### config.mk
export PLATFORM = sky130hd
export DESIGN_NAME = nrmc_cap_regs
export DESIGN_NICKNAME = d
export VERILOG_FILES = /design/src/nrmc_pkg.sv /design/src/nrmc_win_if.sv /design/src/nrmc_window_match.sv /design/src/nrmc_cap_regs.sv
export SDC_FILE = /design/constraint.sdc
export NUM_CORES = 1
export LEC_CHECK = 0
export ABC_AREA = 1
export BUFFER_PORTS_ARGS = -buffer_cell sky130_fd_sc_hd__buf_2
export CORE_MARGIN = 2
export CORE_UTILIZATION = 50
export DETAILED_ROUTE_END_ITERATION = 10
export PLACE_DENSITY = 0.69
export SETUP_SLACK_MARGIN = 0.2
export SLEW_MARGIN = 20
export SYNTH_ARGS = -nofsm -noshare
export SYNTH_HDL_FRONTEND = slang
export SYNTH_SLANG_ARGS = --single-unit
### constraint.sdc
create_clock -name clk -period 5.92 [get_ports clk]
set_input_delay 0.296 -clock clk [delete_from_list [all_inputs] [get_ports clk]]
set_output_delay 0.296 -clock clk [all_outputs]
set_load 0.05 [all_outputs]
### src/nrmc_pkg.sv
// Offsets, field positions and fixed values of the remap and MSI registers
package nrmc_pkg;
    localparam int CFG_ADDR_W = 12;
    localparam int WIN_LOW_LSB = 20;
    localparam int WIN_LOW_W = 12;
    localparam logic [11:0] OFS_CAP_PTR = 12'h034;
    localparam logic [11:0] OFS_PRI_BASE_HIGH = 12'h06c;
    localparam logic [11:0] OFS_SEC_BASE_LOW = 12'h070;
    localparam logic [11:0] OFS_SEC_BASE_HIGH = 12'h074;
    localparam logic [11:0] OFS_SEC_LIMIT_LOW = 12'h078;
    localparam logic [11:0] OFS_SEC_LIMIT_HIGH = 12'h07c;
    localparam logic [11:0] OFS_MSI_HDR = 12'h080;
    localparam logic [11:0] OFS_EXT_CAP_FIRST = 12'h100;
    localparam logic [31:0] RST_REMAP = 32'h00000000;
    localparam logic [31:0] RST_MSI_HDR = 32'h0186a005;
    localparam int CAP_IDENT_LSB = 0;
    localparam int NEXT_PTR_LSB = 8;
    localparam int MSG_EN_BIT = 16;
    localparam int VEC_REQ_LSB = 17;
    localparam int VEC_ALLOC_LSB = 20;
    localparam int WIDE_BIT = 23;
    localparam int VEC_MASK_BIT = 24;
    localparam logic [7:0] CAP_IDENT_MSI = 8'h05;
    localparam logic [7:0] NEXT_CAP_PTR = 8'ha0;
    localparam logic [2:0] VEC_REQ_CODE = 3'h3;
    localparam logic [2:0] VEC_ALLOC_MAX = 3'h3;
    localparam logic [7:0] CAP_LIST_START_DEF = 8'h80;
    localparam logic [19:0] WIN_LOW_FILL = 20'hfffff;
endpackage : nrmc_pkg

### src/nrmc_win_if.sv
// Remap window settings passed from the register bank to the matcher
interface nrmc_win_if;
    logic enable;
    logic [63:0] secBase;
    logic [63:0] secLimit;
    logic [63:0] priBase;
    modport src (output enable, output secBase, output secLimit,
        output priBase);
    modport sink (input enable, input secBase, input secLimit,
        input priBase);
endinterface : nrmc_win_if

### src/nrmc_window_match.sv
// Secondary window hit test and address translation
module nrmc_window_match
    import nrmc_pkg::*;
(
    input wire logic clk,
    input wire logic rst_n,
    input wire logic ce,
    nrmc_win_if.sink win,
    input wire logic txnValid,
    input wire logic [63:0] txnAddr,
    output logic xlatValid,
    output logic xlatHit,
    output logic [63:0] xlatAddr
);
    logic xlatValid_reg, xlatValid_next;
    logic xlatHit_reg, xlatHit_next;
    logic [63:0] xlatAddr_reg, xlatAddr_next;
    logic inWindow;

    always_comb begin
        inWindow = (txnAddr >= win.secBase) && (txnAddr <= win.secLimit);
        xlatValid_next = xlatValid_reg;
        xlatHit_next = xlatHit_reg;
        xlatAddr_next = xlatAddr_reg;
        if (ce) begin
            xlatValid_next = txnValid;
            xlatHit_next = txnValid && win.enable && inWindow;
            if (txnValid && win.enable && inWindow) begin
                xlatAddr_next = win.priBase + (txnAddr - win.secBase);
            end else if (txnValid) begin
                xlatAddr_next = txnAddr;
            end
        end
    end

    always_ff @(posedge clk or negedge rst_n) begin
        if (!rst_n) begin
            xlatValid_reg <= 1'b0;
            xlatHit_reg <= 1'b0;
            xlatAddr_reg <= 64'h0;
        end else begin
            xlatValid_reg <= xlatValid_next;
            xlatHit_reg <= xlatHit_next;
            xlatAddr_reg <= xlatAddr_next;
        end
    end

    assign xlatValid = xlatValid_reg;
    assign xlatHit = xlatHit_reg;
    assign xlatAddr = xlatAddr_reg;

    a_remap_disabled_miss: assert property (
        @(posedge clk) disable iff (!rst_n)
        ce && txnValid && !win.enable |=> xlatValid && !xlatHit)
        else $error("hit reported while remapping disabled");

    a_window_hit_addr: assert property (
        @(posedge clk) disable iff (!rst_n)
        ce && txnValid && win.enable && txnAddr == win.secBase
        && win.secBase <= win.secLimit
        |=> xlatHit && xlatAddr == $past(win.priBase))
        else $error("window base not mapped to primary base");

    a_window_bounds: assert property (
        @(posedge clk) disable iff (!rst_n)
        ce && txnValid && win.enable
        && (txnAddr < win.secBase || txnAddr > win.secLimit)
        |=> !xlatHit && xlatAddr == $past(txnAddr))
        else $error("address outside window treated as hit");
endmodule : nrmc_window_match

### src/nrmc_cap_regs.sv
// Remap window and MSI capability header configuration registers
//
// Functional notes
// - Primary upper base at 0x06c, 32-bit read/write, resets to zero.
// - Secondary lower base bits 31:20 writable; bits 19:0 read zero.
// - Secondary upper base at 0x074, 32-bit read/write, resets to zero.
// - Secondary lower limit bits 31:20 writable; bits 19:0 read zero.
// - Secondary upper limit at 0x07c, 32-bit read/write, resets to zero.
// - First extended capability always sits at offset 0x100.
// - Offset 0x034 reports where the capability list starts.
// - Capability identifier 0x05 read-only in header bits 7:0.
// - Next capability pointer 0xa0 read-only in bits 15:8.
// - Bit 24 reads one: per-vector masking supported.
// - Bit 23 reads one: 64-bit message address supported.
// - Allocated vectors code in bits 22:20, writable, decodes 1,2,4,8.
// - Requested vectors code reads 3, meaning eight vectors.
// - Enable bit 16 writable; zero permits MSI, one forbids it.
// - Remapping happens only while the remap enable is set.
// - Window hits are translated using the primary upper base register and the remapLowerBasePrimary input.
module nrmc_cap_regs
    import nrmc_pkg::*;
#(
    parameter logic [7:0] CAP_LIST_START = CAP_LIST_START_DEF
) (
    input wire logic clk,
    input wire logic rst_n,
    input wire logic ce,
    input wire logic cfgWrEn,
    input wire logic cfgRdEn,
    input wire logic [CFG_ADDR_W-1:0] cfgAddr,
    input wire logic [31:0] cfgWrData,
    input wire logic [3:0] cfgByteEn,
    output logic [31:0] cfgRdData,
    output logic cfgRdValid,
    input wire logic remapEnable,
    input wire logic [WIN_LOW_W-1:0] remapLowerBasePrimary,
    input wire logic txnValid,
    input wire logic [63:0] txnAddr,
    output logic xlatValid,
    output logic xlatHit,
    output logic [63:0] xlatAddr,
    output logic msgIntEnable,
    output logic msgIntPermitted,
    output logic [2:0] vectorsAllocated,
    output logic [3:0] vectorsAllocatedCount,
    output logic [CFG_ADDR_W-1:0] firstExtCapOffset,
    output logic [7:0] capListStart
);
    logic [31:0] priBaseHigh_reg, priBaseHigh_next;
    logic [WIN_LOW_W-1:0] secBaseLow_reg, secBaseLow_next;
    logic [31:0] secBaseHigh_reg, secBaseHigh_next;
    logic [WIN_LOW_W-1:0] secLimitLow_reg, secLimitLow_next;
    logic [31:0] secLimitHigh_reg, secLimitHigh_next;
    logic [2:0] vecAlloc_reg, vecAlloc_next;
    logic msgEn_reg, msgEn_next;
    logic [31:0] rdData_reg, rdData_next;
    logic rdValid_reg, rdValid_next;
    logic [31:0] hdrWord;
    logic [3:0] countDecoded;
    logic [3:0] countDecoded_reg;

    nrmc_win_if winBus ();

    // Merge the enabled byte lanes of a write into the old word
    function automatic logic [31:0] mergeBytes(input logic [31:0] oldV,
        input logic [31:0] newV, input logic [3:0] be);
        logic [31:0] r;
        r = oldV;
        for (int i = 0; i < 4; i++) begin
            if (be[i]) begin
                r[8*i +: 8] = newV[8*i +: 8];
            end
        end
        return r;
    endfunction : mergeBytes

    always_comb begin
        hdrWord = 32'h0;
        hdrWord[CAP_IDENT_LSB +: 8] = CAP_IDENT_MSI;
        hdrWord[NEXT_PTR_LSB +: 8] = NEXT_CAP_PTR;
        hdrWord[MSG_EN_BIT] = msgEn_reg;
        hdrWord[VEC_REQ_LSB +: 3] = VEC_REQ_CODE;
        hdrWord[VEC_ALLOC_LSB +: 3] = vecAlloc_reg;
        hdrWord[WIDE_BIT] = 1'b1;
        hdrWord[VEC_MASK_BIT] = 1'b1;
    end

    always_comb begin
        if (vecAlloc_reg <= VEC_ALLOC_MAX) begin
            countDecoded = 4'h1 << vecAlloc_reg;
        end else begin
            countDecoded = 4'h0;
        end
    end

    // Register writes; fixed and reserved bits are never stored
    always_comb begin
        logic [31:0] m;
        m = 32'h0;
        priBaseHigh_next = priBaseHigh_reg;
        secBaseLow_next = secBaseLow_reg;
        secBaseHigh_next = secBaseHigh_reg;
        secLimitLow_next = secLimitLow_reg;
        secLimitHigh_next = secLimitHigh_reg;
        vecAlloc_next = vecAlloc_reg;
        msgEn_next = msgEn_reg;
        if (ce && cfgWrEn) begin
            unique case (cfgAddr)
                OFS_PRI_BASE_HIGH: begin
                    priBaseHigh_next = mergeBytes(priBaseHigh_reg,
                        cfgWrData, cfgByteEn);
                end
                OFS_SEC_BASE_LOW: begin
                    m = mergeBytes({secBaseLow_reg, 20'h0}, cfgWrData,
                        cfgByteEn);
                    secBaseLow_next = m[WIN_LOW_LSB +: WIN_LOW_W];
                end
                OFS_SEC_BASE_HIGH: begin
                    secBaseHigh_next = mergeBytes(secBaseHigh_reg,
                        cfgWrData, cfgByteEn);
                end
                OFS_SEC_LIMIT_LOW: begin
                    m = mergeBytes({secLimitLow_reg, 20'h0}, cfgWrData,
                        cfgByteEn);
                    secLimitLow_next = m[WIN_LOW_LSB +: WIN_LOW_W];
                end
                OFS_SEC_LIMIT_HIGH: begin
                    secLimitHigh_next = mergeBytes(secLimitHigh_reg,
                        cfgWrData, cfgByteEn);
                end
                // only enable and allocation bits taken
                OFS_MSI_HDR: begin
                    m = mergeBytes(hdrWord, cfgWrData, cfgByteEn);
                    vecAlloc_next = m[VEC_ALLOC_LSB +: 3];
                    msgEn_next = m[MSG_EN_BIT];
                end
                default: begin
                end
            endcase
        end
    end

    // Read answer, one cycle after the strobe; unmapped reads give zero
    always_comb begin
        rdData_next = rdData_reg;
        rdValid_next = rdValid_reg;
        if (ce) begin
            rdValid_next = cfgRdEn;
            if (cfgRdEn) begin
                unique case (cfgAddr)
                    OFS_CAP_PTR: rdData_next = {24'h0, CAP_LIST_START};
                    OFS_PRI_BASE_HIGH: rdData_next = priBaseHigh_reg;
                    OFS_SEC_BASE_LOW: rdData_next = {secBaseLow_reg, 20'h0};
                    OFS_SEC_BASE_HIGH: rdData_next = secBaseHigh_reg;
                    OFS_SEC_LIMIT_LOW: rdData_next = {secLimitLow_reg, 20'h0};
                    OFS_SEC_LIMIT_HIGH: rdData_next = secLimitHigh_reg;
                    OFS_MSI_HDR: rdData_next = hdrWord;
                    default: rdData_next = 32'h0;
                endcase
            end
        end
    end

    always_ff @(posedge clk or negedge rst_n) begin
        if (!rst_n) begin
            priBaseHigh_reg <= RST_REMAP;
            secBaseLow_reg <= RST_REMAP[WIN_LOW_LSB +: WIN_LOW_W];
            secBaseHigh_reg <= RST_REMAP;
            secLimitLow_reg <= RST_REMAP[WIN_LOW_LSB +: WIN_LOW_W];
            secLimitHigh_reg <= RST_REMAP;
            vecAlloc_reg <= RST_MSI_HDR[VEC_ALLOC_LSB +: 3];
            msgEn_reg <= RST_MSI_HDR[MSG_EN_BIT];
            rdData_reg <= 32'h0;
            rdValid_reg <= 1'b0;
            countDecoded_reg <= 4'h1;
        end else begin
            priBaseHigh_reg <= priBaseHigh_next;
            secBaseLow_reg <= secBaseLow_next;
            secBaseHigh_reg <= secBaseHigh_next;
            secLimitLow_reg <= secLimitLow_next;
            secLimitHigh_reg <= secLimitHigh_next;
            vecAlloc_reg <= vecAlloc_next;
            msgEn_reg <= msgEn_next;
            rdData_reg <= rdData_next;
            rdValid_reg <= rdValid_next;
            if (ce) begin
                countDecoded_reg <= countDecoded;
            end
        end
    end

    // limit covers the whole last 1 MB block
    assign winBus.secBase = {secBaseHigh_reg, secBaseLow_reg, 20'h0};
    assign winBus.secLimit = {secLimitHigh_reg, secLimitLow_reg,
        WIN_LOW_FILL};
    assign winBus.priBase = {priBaseHigh_reg, remapLowerBasePrimary,
        20'h0};
    assign winBus.enable = remapEnable;

    nrmc_window_match u_match (
        .clk(clk),
        .rst_n(rst_n),
        .ce(ce),
        .win(winBus),
        .txnValid(txnValid),
        .txnAddr(txnAddr),
        .xlatValid(xlatValid),
        .xlatHit(xlatHit),
        .xlatAddr(xlatAddr)
    );

    assign cfgRdData = rdData_reg;
    assign cfgRdValid = rdValid_reg;
    assign msgIntEnable = msgEn_reg;
    // inverted sense of the enable bit
    assign msgIntPermitted = !msgEn_reg;
    assign vectorsAllocated = vecAlloc_reg;
    assign vectorsAllocatedCount = countDecoded_reg;
    assign firstExtCapOffset = OFS_EXT_CAP_FIRST;
    assign capListStart = CAP_LIST_START;

    a_pri_high_write: assert property (
        @(posedge clk) disable iff (!rst_n)
        ce && cfgWrEn && cfgAddr == OFS_PRI_BASE_HIGH && cfgByteEn == 4'hf
        |=> priBaseHigh_reg == $past(cfgWrData))
        else $error("primary upper base not stored");

    a_base_low_read: assert property (
        @(posedge clk) disable iff (!rst_n)
        ce && cfgRdEn && cfgAddr == OFS_SEC_BASE_LOW
        |=> cfgRdValid && cfgRdData[19:0] == 20'h0
        && cfgRdData[31:20] == $past(secBaseLow_reg))
        else $error("secondary lower base read wrong");

    a_base_high_write: assert property (
        @(posedge clk) disable iff (!rst_n)
        ce && cfgWrEn && cfgAddr == OFS_SEC_BASE_HIGH && cfgByteEn == 4'hf
        ##1 ce && cfgRdEn && cfgAddr == OFS_SEC_BASE_HIGH
        |=> cfgRdData == $past(cfgWrData, 2))
        else $error("secondary upper base readback wrong");

    a_limit_low_write: assert property (
        @(posedge clk) disable iff (!rst_n)
        ce && cfgWrEn && cfgAddr == OFS_SEC_LIMIT_LOW && cfgByteEn == 4'hf
        |=> secLimitLow_reg == $past(cfgWrData[31:20]))
        else $error("secondary lower limit not stored");

    a_limit_high_write: assert property (
        @(posedge clk) disable iff (!rst_n)
        ce && cfgWrEn && cfgAddr == OFS_SEC_LIMIT_HIGH && cfgByteEn == 4'hf
        |=> secLimitHigh_reg == $past(cfgWrData))
        else $error("secondary upper limit not stored");

    a_ext_cap_fixed: assert property (
        @(posedge clk) disable iff (!rst_n)
        firstExtCapOffset == 12'h100)
        else $error("extended capability moved");

    a_cap_ptr_read: assert property (
        @(posedge clk) disable iff (!rst_n)
        ce && cfgRdEn && cfgAddr == OFS_CAP_PTR
        |=> cfgRdValid && cfgRdData == {24'h0, CAP_LIST_START})
        else $error("capability pointer read wrong");

    a_hdr_fixed_fields: assert property (
        @(posedge clk) disable iff (!rst_n)
        ce && cfgRdEn && cfgAddr == OFS_MSI_HDR
        |=> cfgRdData[7:0] == 8'h05 && cfgRdData[15:8] == 8'ha0
        && cfgRdData[24:23] == 2'h3 && cfgRdData[19:17] == 3'h3
        && cfgRdData[31:25] == 7'h0)
        else $error("fixed header fields read wrong");

    a_hdr_write_ignored: assert property (
        @(posedge clk) disable iff (!rst_n)
        ce && cfgWrEn && cfgAddr == OFS_MSI_HDR && cfgByteEn == 4'hf
        ##1 ce && cfgRdEn && cfgAddr == OFS_MSI_HDR
        |=> cfgRdData[15:0] == 16'ha005
        && cfgRdData[22:16] == {$past(cfgWrData[22:20], 2), 3'h3,
        $past(cfgWrData[16], 2)})
        else $error("header write reached fixed bits");

    a_vec_count: assert property (
        @(posedge clk) disable iff (!rst_n)
        ce && cfgWrEn && cfgAddr == OFS_MSI_HDR && cfgByteEn[2]
        && cfgWrData[22:20] == 3'h3 ##1 ce
        |=> vectorsAllocatedCount == 4'h8)
        else $error("allocated vector count decode wrong");

    a_msi_forbid: assert property (
        @(posedge clk) disable iff (!rst_n)
        ce && cfgWrEn && cfgAddr == OFS_MSI_HDR && cfgByteEn[2]
        |=> msgIntPermitted == !$past(cfgWrData[16])
        && msgIntEnable == $past(cfgWrData[16]))
        else $error("message enable sense wrong");

    a_freeze_ce: assert property (
        @(posedge clk) disable iff (!rst_n)
        !ce |=> $stable(priBaseHigh_reg) && $stable(vecAlloc_reg)
        && $stable(cfgRdValid))
        else $error("state moved with clock enable low");
endmodule : nrmc_cap_regs

### Yosys cells after proc, flatten, opt, wreduce, memory -nomap -nowiden

Index checks and enable logic that the tools add are counted.

| cells by class | value |
|---|---|
| reduce and logical (&&, ||, !) cells | 25 |
| add/sub/neg operators | 2 |
| muxes and demuxes | 4 |
| eq/ne operators | 7 |
| $lt $le $gt $ge | 3 |
| shift-type cells | 1 |

Operators with widths:

| cell | count |
|---|---|
| 32-bit case mux with 7 select lines | 1 |
| 64-bit two-way mux | 2 |
| 64-bit adder | 1 |
| 64-bit greater-or-equal comparator | 1 |
| 64-bit less-or-equal comparator | 1 |
| 64-bit subtractor | 1 |
| 12-bit by 7-bit equality test with 1-bit output, second input constant | 5 |
| 3-bit AND reduction | 17 |
| 12-bit by 6-bit equality test with 1-bit output, second input constant | 1 |
| 12-bit by 8-bit equality test with 1-bit output, second input constant | 1 |
| 1-bit logical AND | 4 |
| 4-bit two-way mux | 1 |
| 2-bit AND reduction | 2 |
| 1-bit by 3-bit << shifter with 4-bit output, first input constant | 1 |
| 3-bit by 2-bit less-or-equal comparator with 1-bit output, second input constant | 1 |
| 2-bit nonzero test | 1 |
| 1-bit logical NOT | 1 |

| word-level totals | value |
|---|---|
| output and inout port bits | 128 |
| register bits | 227 |
| logic and storage cells | 66 |

### Depth between registers and ports, before layout

| logic depth | value |
|---|---|
| word-level depth | 5 |
| depth in mapped cells | 21 |
| mapped depth without buffers | 21 |

### Cells and area by module

A second synthesis with hierarchy kept.

| unflattened totals | value |
|---|---|
| cell total of the unflattened synthesis | 3548 |
| area total of the unflattened synthesis | 22440.3 um2 |

By module, submodules not included:

| module | area an instance (um2) | times used | cells an instance |
|---|---|---|---|
| nrmc_window_match | 15014.4 | 1 | 2662 |
| nrmc_cap_regs | 7425.9 | 1 | 886 |

### Worst setup path before layout

OpenSTA, ideal clock, no wires.

| timing | value |
|---|---|
| path kind | reg-to-reg |
| start point | register priBaseHigh_reg[6] |
| end point | register u_match.xlatAddr_reg[51] (netlist: u_match.xlatAddr[51]) |
| required time | 5802 ps |
| path slack | 3482 ps |
| arrival | 2320 ps |
| stages on the path, launching flop included | 17 |
| path through | dfrtp_1 > inv_1 > fa_1 > inv_1 > ha_1 > nand2_1 > nor2_2 > inv_1 > nor3_1 > nand2_1 > nand3b_1 > nand2_1 > nand2_1 > nand2_1 > nand2_1 > nand3_1 > nand2_1 |

| between the ends | value |
|---|---|
| cells in the longest elaborated chain, start to end | 2 |

RTL lines:

| item | RTL line | RTL |
|---|---|---|
| start: declaration | nrmc_cap_regs.sv:49 | `logic [31:0] priBaseHigh_reg, priBaseHigh_next;` |
| start signal: assignment | nrmc_cap_regs.sv:177 | `priBaseHigh_reg <= priBaseHigh_next;` |
| 64-bit adder | nrmc_window_match.sv:29 | `xlatAddr_next = win.priBase + (txnAddr - win.secBase);` |
| 64-bit two-way mux | nrmc_window_match.sv:28 | `if (txnValid && win.enable && inWindow) begin` |
| end signal: assignment | nrmc_window_match.sv:44 | `xlatAddr_reg <= xlatAddr_next;` |
| end: declaration | nrmc_window_match.sv:17 | `logic [63:0] xlatAddr_reg, xlatAddr_next;` |

Every way passes these cells.
A chain may end at the register's enable or synchronous reset.

### Final worst setup path

| timing | value |
|---|---|
| start point | register secLimitLow_reg[1] |
| end point | register u_match.xlatAddr_reg[60] (netlist: u_match.xlatAddr[60]) |

| between the ends | value |
|---|---|
| cells in the longest elaborated chain, start to end | 5 |
| elaborated cells on any way between the ends | 6 |
| those cells by class | order compare: 1; mux: 1; reduce/logical: 4 |

RTL lines:

| item | RTL line | RTL |
|---|---|---|
| start: declaration | nrmc_cap_regs.sv:52 | `logic [WIN_LOW_W-1:0] secLimitLow_reg, secLimitLow_next;` |
| start signal: assignment | nrmc_cap_regs.sv:169 | `secLimitLow_reg <= RST_REMAP[WIN_LOW_LSB +: WIN_LOW_W];` |
| start signal: assignment | nrmc_cap_regs.sv:180 | `secLimitLow_reg <= secLimitLow_next;` |
| 64-bit less-or-equal comparator (*) | nrmc_window_match.sv:21 | `inWindow = (txnAddr >= win.secBase) && (txnAddr <= win.secLimit);` |
| 1-bit logical AND (*) | nrmc_window_match.sv:21 |  |
| 1-bit logical AND (*) | nrmc_window_match.sv:28 |  |
| 2-bit nonzero test (no source line) | n/a |  |
| 2-bit AND reduction (no source line) | n/a |  |

Mark *: on every way between the ends. The rest lies on a longest branch, timed or not.

==> metrics.md <==
| Metric | Value |
|---|---|
| Cell accounting for the most synthesized area | `dfrtp_1` |
| CP max stage delay | `~880 ps` |
| CTS Sinks | `between 200 and 250` |
| CP max-delay cell | `inv_2` |
| Fin. Hold Viols | `0` |
| Post-synth EDFFs | `0` |
| CP Cell Sequence | `inv_1 -> ha_1 -> nand2_1 -> nor2_1 -> nand4_1 -> nor3_1 -> nand3_1 -> nand2_1 -> nand3_4 -> inv_2 -> nand3_1 -> nand2_1 -> nand2_1` |
| Synthesized cell area | `slightly below 20000 um^2` |
| Critical Path Most Common Cell | `nand2_1` |
| Synthesized instance count | `roughly 3000` |
| P_leak | `between 10 and 15 nW` |
| Largest net degree at the start of global routing | `~140` |
| Setup violations, final | `0` |
| Mux contribution to synthesized area | `0%` |
| Relative slew margins | `between 20 and 30%` |
| Max cap viols | `0` |
| Crit Path Class | `register to register` |
| DR vias/cell | `5.24` |
| Via Count | `about 20000` |
| DR iter-0 viols | `about 1600` |
| # port buffers | `approximately 240` |
| Avg Cell Area, Syn | `about 6.5 um^2` |
| Largest family of logic cells by synthesized area | `simple AND/OR/NAND/NOR gates` |
| H-tree levels | `1` |
| Asr flop ratio synth | `between 90% and 100%` |
| Drt drc | `0` |
| Die W | `just over 200 um` |
| Number of flip-flops in the largest register | `64` |
| Post-DP Area | `between 20000 and 25000 um^2` |
| Sequential share of the synthesized area | `just under 30%` |
| Final core occ | `57.4%` |
| Post-CTS Setup Inserts | `0` |
| DR WL/cell | `approximately 19 um` |
| Std-Cell Rows | `around 70` |
| Placed cell count | `3744` |
| Worst Path Required | `about 6400 ps` |
| Status | `finished clean` |
| Sw frac | `between 30% and 40%` |
| Fraction of layout cells with a size suffix above 1 | `9.31%` |
| Distinct cells, synth | `40` |
| Yosys reg bits | `227` |
| Synthesis-to-layout area growth | `12.8%` |
| Comb pwr share | `slightly below 30%` |
| Syn. warnings | `0` |
| Compound-Gate Fraction of Synth Area | `roughly 10%` |
| Synth area leaders | `dfrtp_1 29%, nand2_1 21%, inv_1 12%, ha_1 11%, o21ai_0 4.7%` |
| Die H | `between 200 and 250 um` |
| Overall Global Routing Usage | `a little over a third` |
| Nets | `around 3600` |
| Worst-path clk slew | `about 60 ps` |
| Hpwl dp | `58.6 mm` |
| Share of the synthesized area in the top cell type | `between 20 and 30%` |
| Worst Max-Slew Pin Slew | `about 1100 ps` |
| Vias in the first global route | `between 15000 and 20000` |
| Min Tclk post-route | `approximately 3800 ps` |
| Post-route cell area | `between 20000 and 25000 um^2` |
| CTS tree | `yes` |
| Flop pwr share | `between 30% and 40%` |
| Post-synthesis xor/xnor area fraction | `between 1.5 and 2%` |
| Clk root buf | `clkbuf_16` |
| Net Sw Power | `~1.8 mW` |
| Final period util | `approximately 65%` |
| Max Fclk | `between 200 and 300 MHz` |
| Total Neg Setup Slack | `0 ps` |
| Crit. End Element | `register` |
| Internal power | `3.07 mW` |
| CP arrival | `between 4000 and 5000 ps` |
| Skew final | `about 23 ps` |
| GP Congestion | `1.03` |
| Fin cells | `approximately 3800` |
| Total Die Area | `41000 um^2` |
| Post-synth top cells | `1101 x nand2_1, 646 x inv_1, 226 x dfrtp_1` |
| Post-CTS resize count | `0` |
| Clk pwr share | `37.0%` |
| Simple-gate share of the synthesized area | `a little under 30%` |
| Ys flop type | `dfrtp_1` |
| Worst Path Max Fanout | `slightly below 50` |
| RSZ-0062 raised after global routing | `false` |
| Global-route wire length before repair | `between 100 and 150 mm` |
| Ports | `between 200 and 300` |
| TritonCTS Buffers | `27` |
| Hold buffer count at CTS | `2` |
| Clock buffer depth | `3` |
| Pwr dens | `221 nW/um^2` |
| GR Overflow Total | `0` |
| Most frequent cell after synthesis | `nand2_1` |
| Drt total wl | `just over 70 mm` |
| Adder-Cell Fraction of Synth Area | `between 10% and 20%` |
| Startpoint Class | `register` |
| Max Slew Vio Count | `0` |
| Antenna violations before repair | `2` |
| Worst Hold Class | `input pin to register` |
| Initial Util | `roughly half` |
| Peak supply drop | `~0.20 mV` |
| Clock Latency Late Sink | `approximately 590 ps` |
| Initial DRT Pass Iterations | `7` |
| Number of routed nets with antenna violations | `0` |
| Core box area | `about 39000 um^2` |
==> power groups by stage <==
stage / Sequential [mW] / Clock (mW) / Combinational, mW
final: 1.66 / 1.82 / 1.43
after global routing: 1.67 / 1.89 / 1.58
after CTS: 1.66 / 1.83 / 1.42
after detailed placement: 1.69 / 0 / 1.42
after global placement: 1.69 / 0 / 1.41
after floorplan: 1.90 / 0 / 0.738
==> worst max-delay path, delay by kind of cell (launching register included) <==
kind / cells / cell delay (ps)
fa+ha+maj: 1 / 300
flops: 1 / 350
simple gates: 10 / 2080
buf+inv: 2 / 970
==> per-layer routing <==
| metal | vias up | wire length (um) | track usage (%) |
|---|---|---|---|
| li1 | 9686 | - | - |
| met1 | 9238 | 31500 | 48.2 |
| met2 | 794 | 32100 | 56.3 |
| met3 | 150 | 5040 | 4.21 |
| met4 | 2 | 2910 | 13.1 |
| met5 | - | 12 | 0 |
==> area by class of cell <==
cell class / instances / area (um^2)
clock buffer: 33 / 738
fill: 3915 / 16500
sequential: 227 / 5680
multi-input combinational: 2106 / 11200
tap: 518 / 648
antenna: 1 / 2.50
clock inverter: 15 / 209
inverter: 649 / 2440
timing repair buffer: 246 / 1280
==> logic make-up after synthesis <==
kind of cell	Yosys count
other	2
AND/OR/NAND/NOR	1464
buffers and inverters	725
flip-flops	227
XOR/XNOR	37
AO/OA/AOI/OAI	374
adder cells (fa/ha/maj)	211
==> cell usage in the layout, fill, tap and decap left out, types with 4 or more instances in the layout <==
cell	count
nand2_1	1099
inv_1	645
buf_2	237
dfrtp_1	226
o21ai_0	185
nor2_1	168
ha_1	168
nand3_1	120
a21oi_1	114
fa_1	43
o22ai_1	32
clkbuf_16	27
nand4_1	23
xor2_1	21
conb_1	20
nor3_1	18
xnor2_1	16
o221ai_1	12
o21bai_1	11
o21ai_1	10
nand3b_1	9
nor4_1	8
a21o_1	7
and2_1	5
buf_4	5
clkbuf_8	4
clkinv_2	4
bufinv_16	4
==> stage by stage <==
| step | power, mW | hold WS [ps] | setup slack [ps] |
|---|---|---|---|
| 6_report | 4.91 | 17.1 | 2090 |
| 5_1_grt | 5.14 | 40.1 | 1950 |
| 3_5_place_dp | 3.10 | 352 | 2130 |
| 2_1_floorplan | 2.64 | 0.409 | 3480 |
| 3_3_place_gp | 3.09 | 336 | 2130 |
| 4_1_cts | 4.91 | 12.1 | 2160 |
==> final timing paths <==
check                           cells past startpoint  slack, ps                            start                          endpoint
worst min-delay path                                3         20                    cfgWrData[14]   secBaseHigh_reg[14]$_DFFE_PN0P_
worst min register to register                      2        470  u_match.xlatAddr[3]$_DFFE_PN0P_   u_match.xlatAddr[3]$_DFFE_PN0P_
worst max-delay path                               13       2090   secLimitLow_reg[1]$_DFFE_PN0P_  u_match.xlatAddr[60]$_DFFE_PN0P_
min in group asynchronous                           2        280                            rst_n  u_match.xlatAddr[17]$_DFFE_PN0P_
max in group asynchronous                           3       4370                            rst_n    priBaseHigh_reg[1]$_DFFE_PN0P_
worst max register to register                     13       2090   secLimitLow_reg[1]$_DFFE_PN0P_  u_match.xlatAddr[60]$_DFFE_PN0P_
Note: power is estimated with default switching activity, not from simulation.
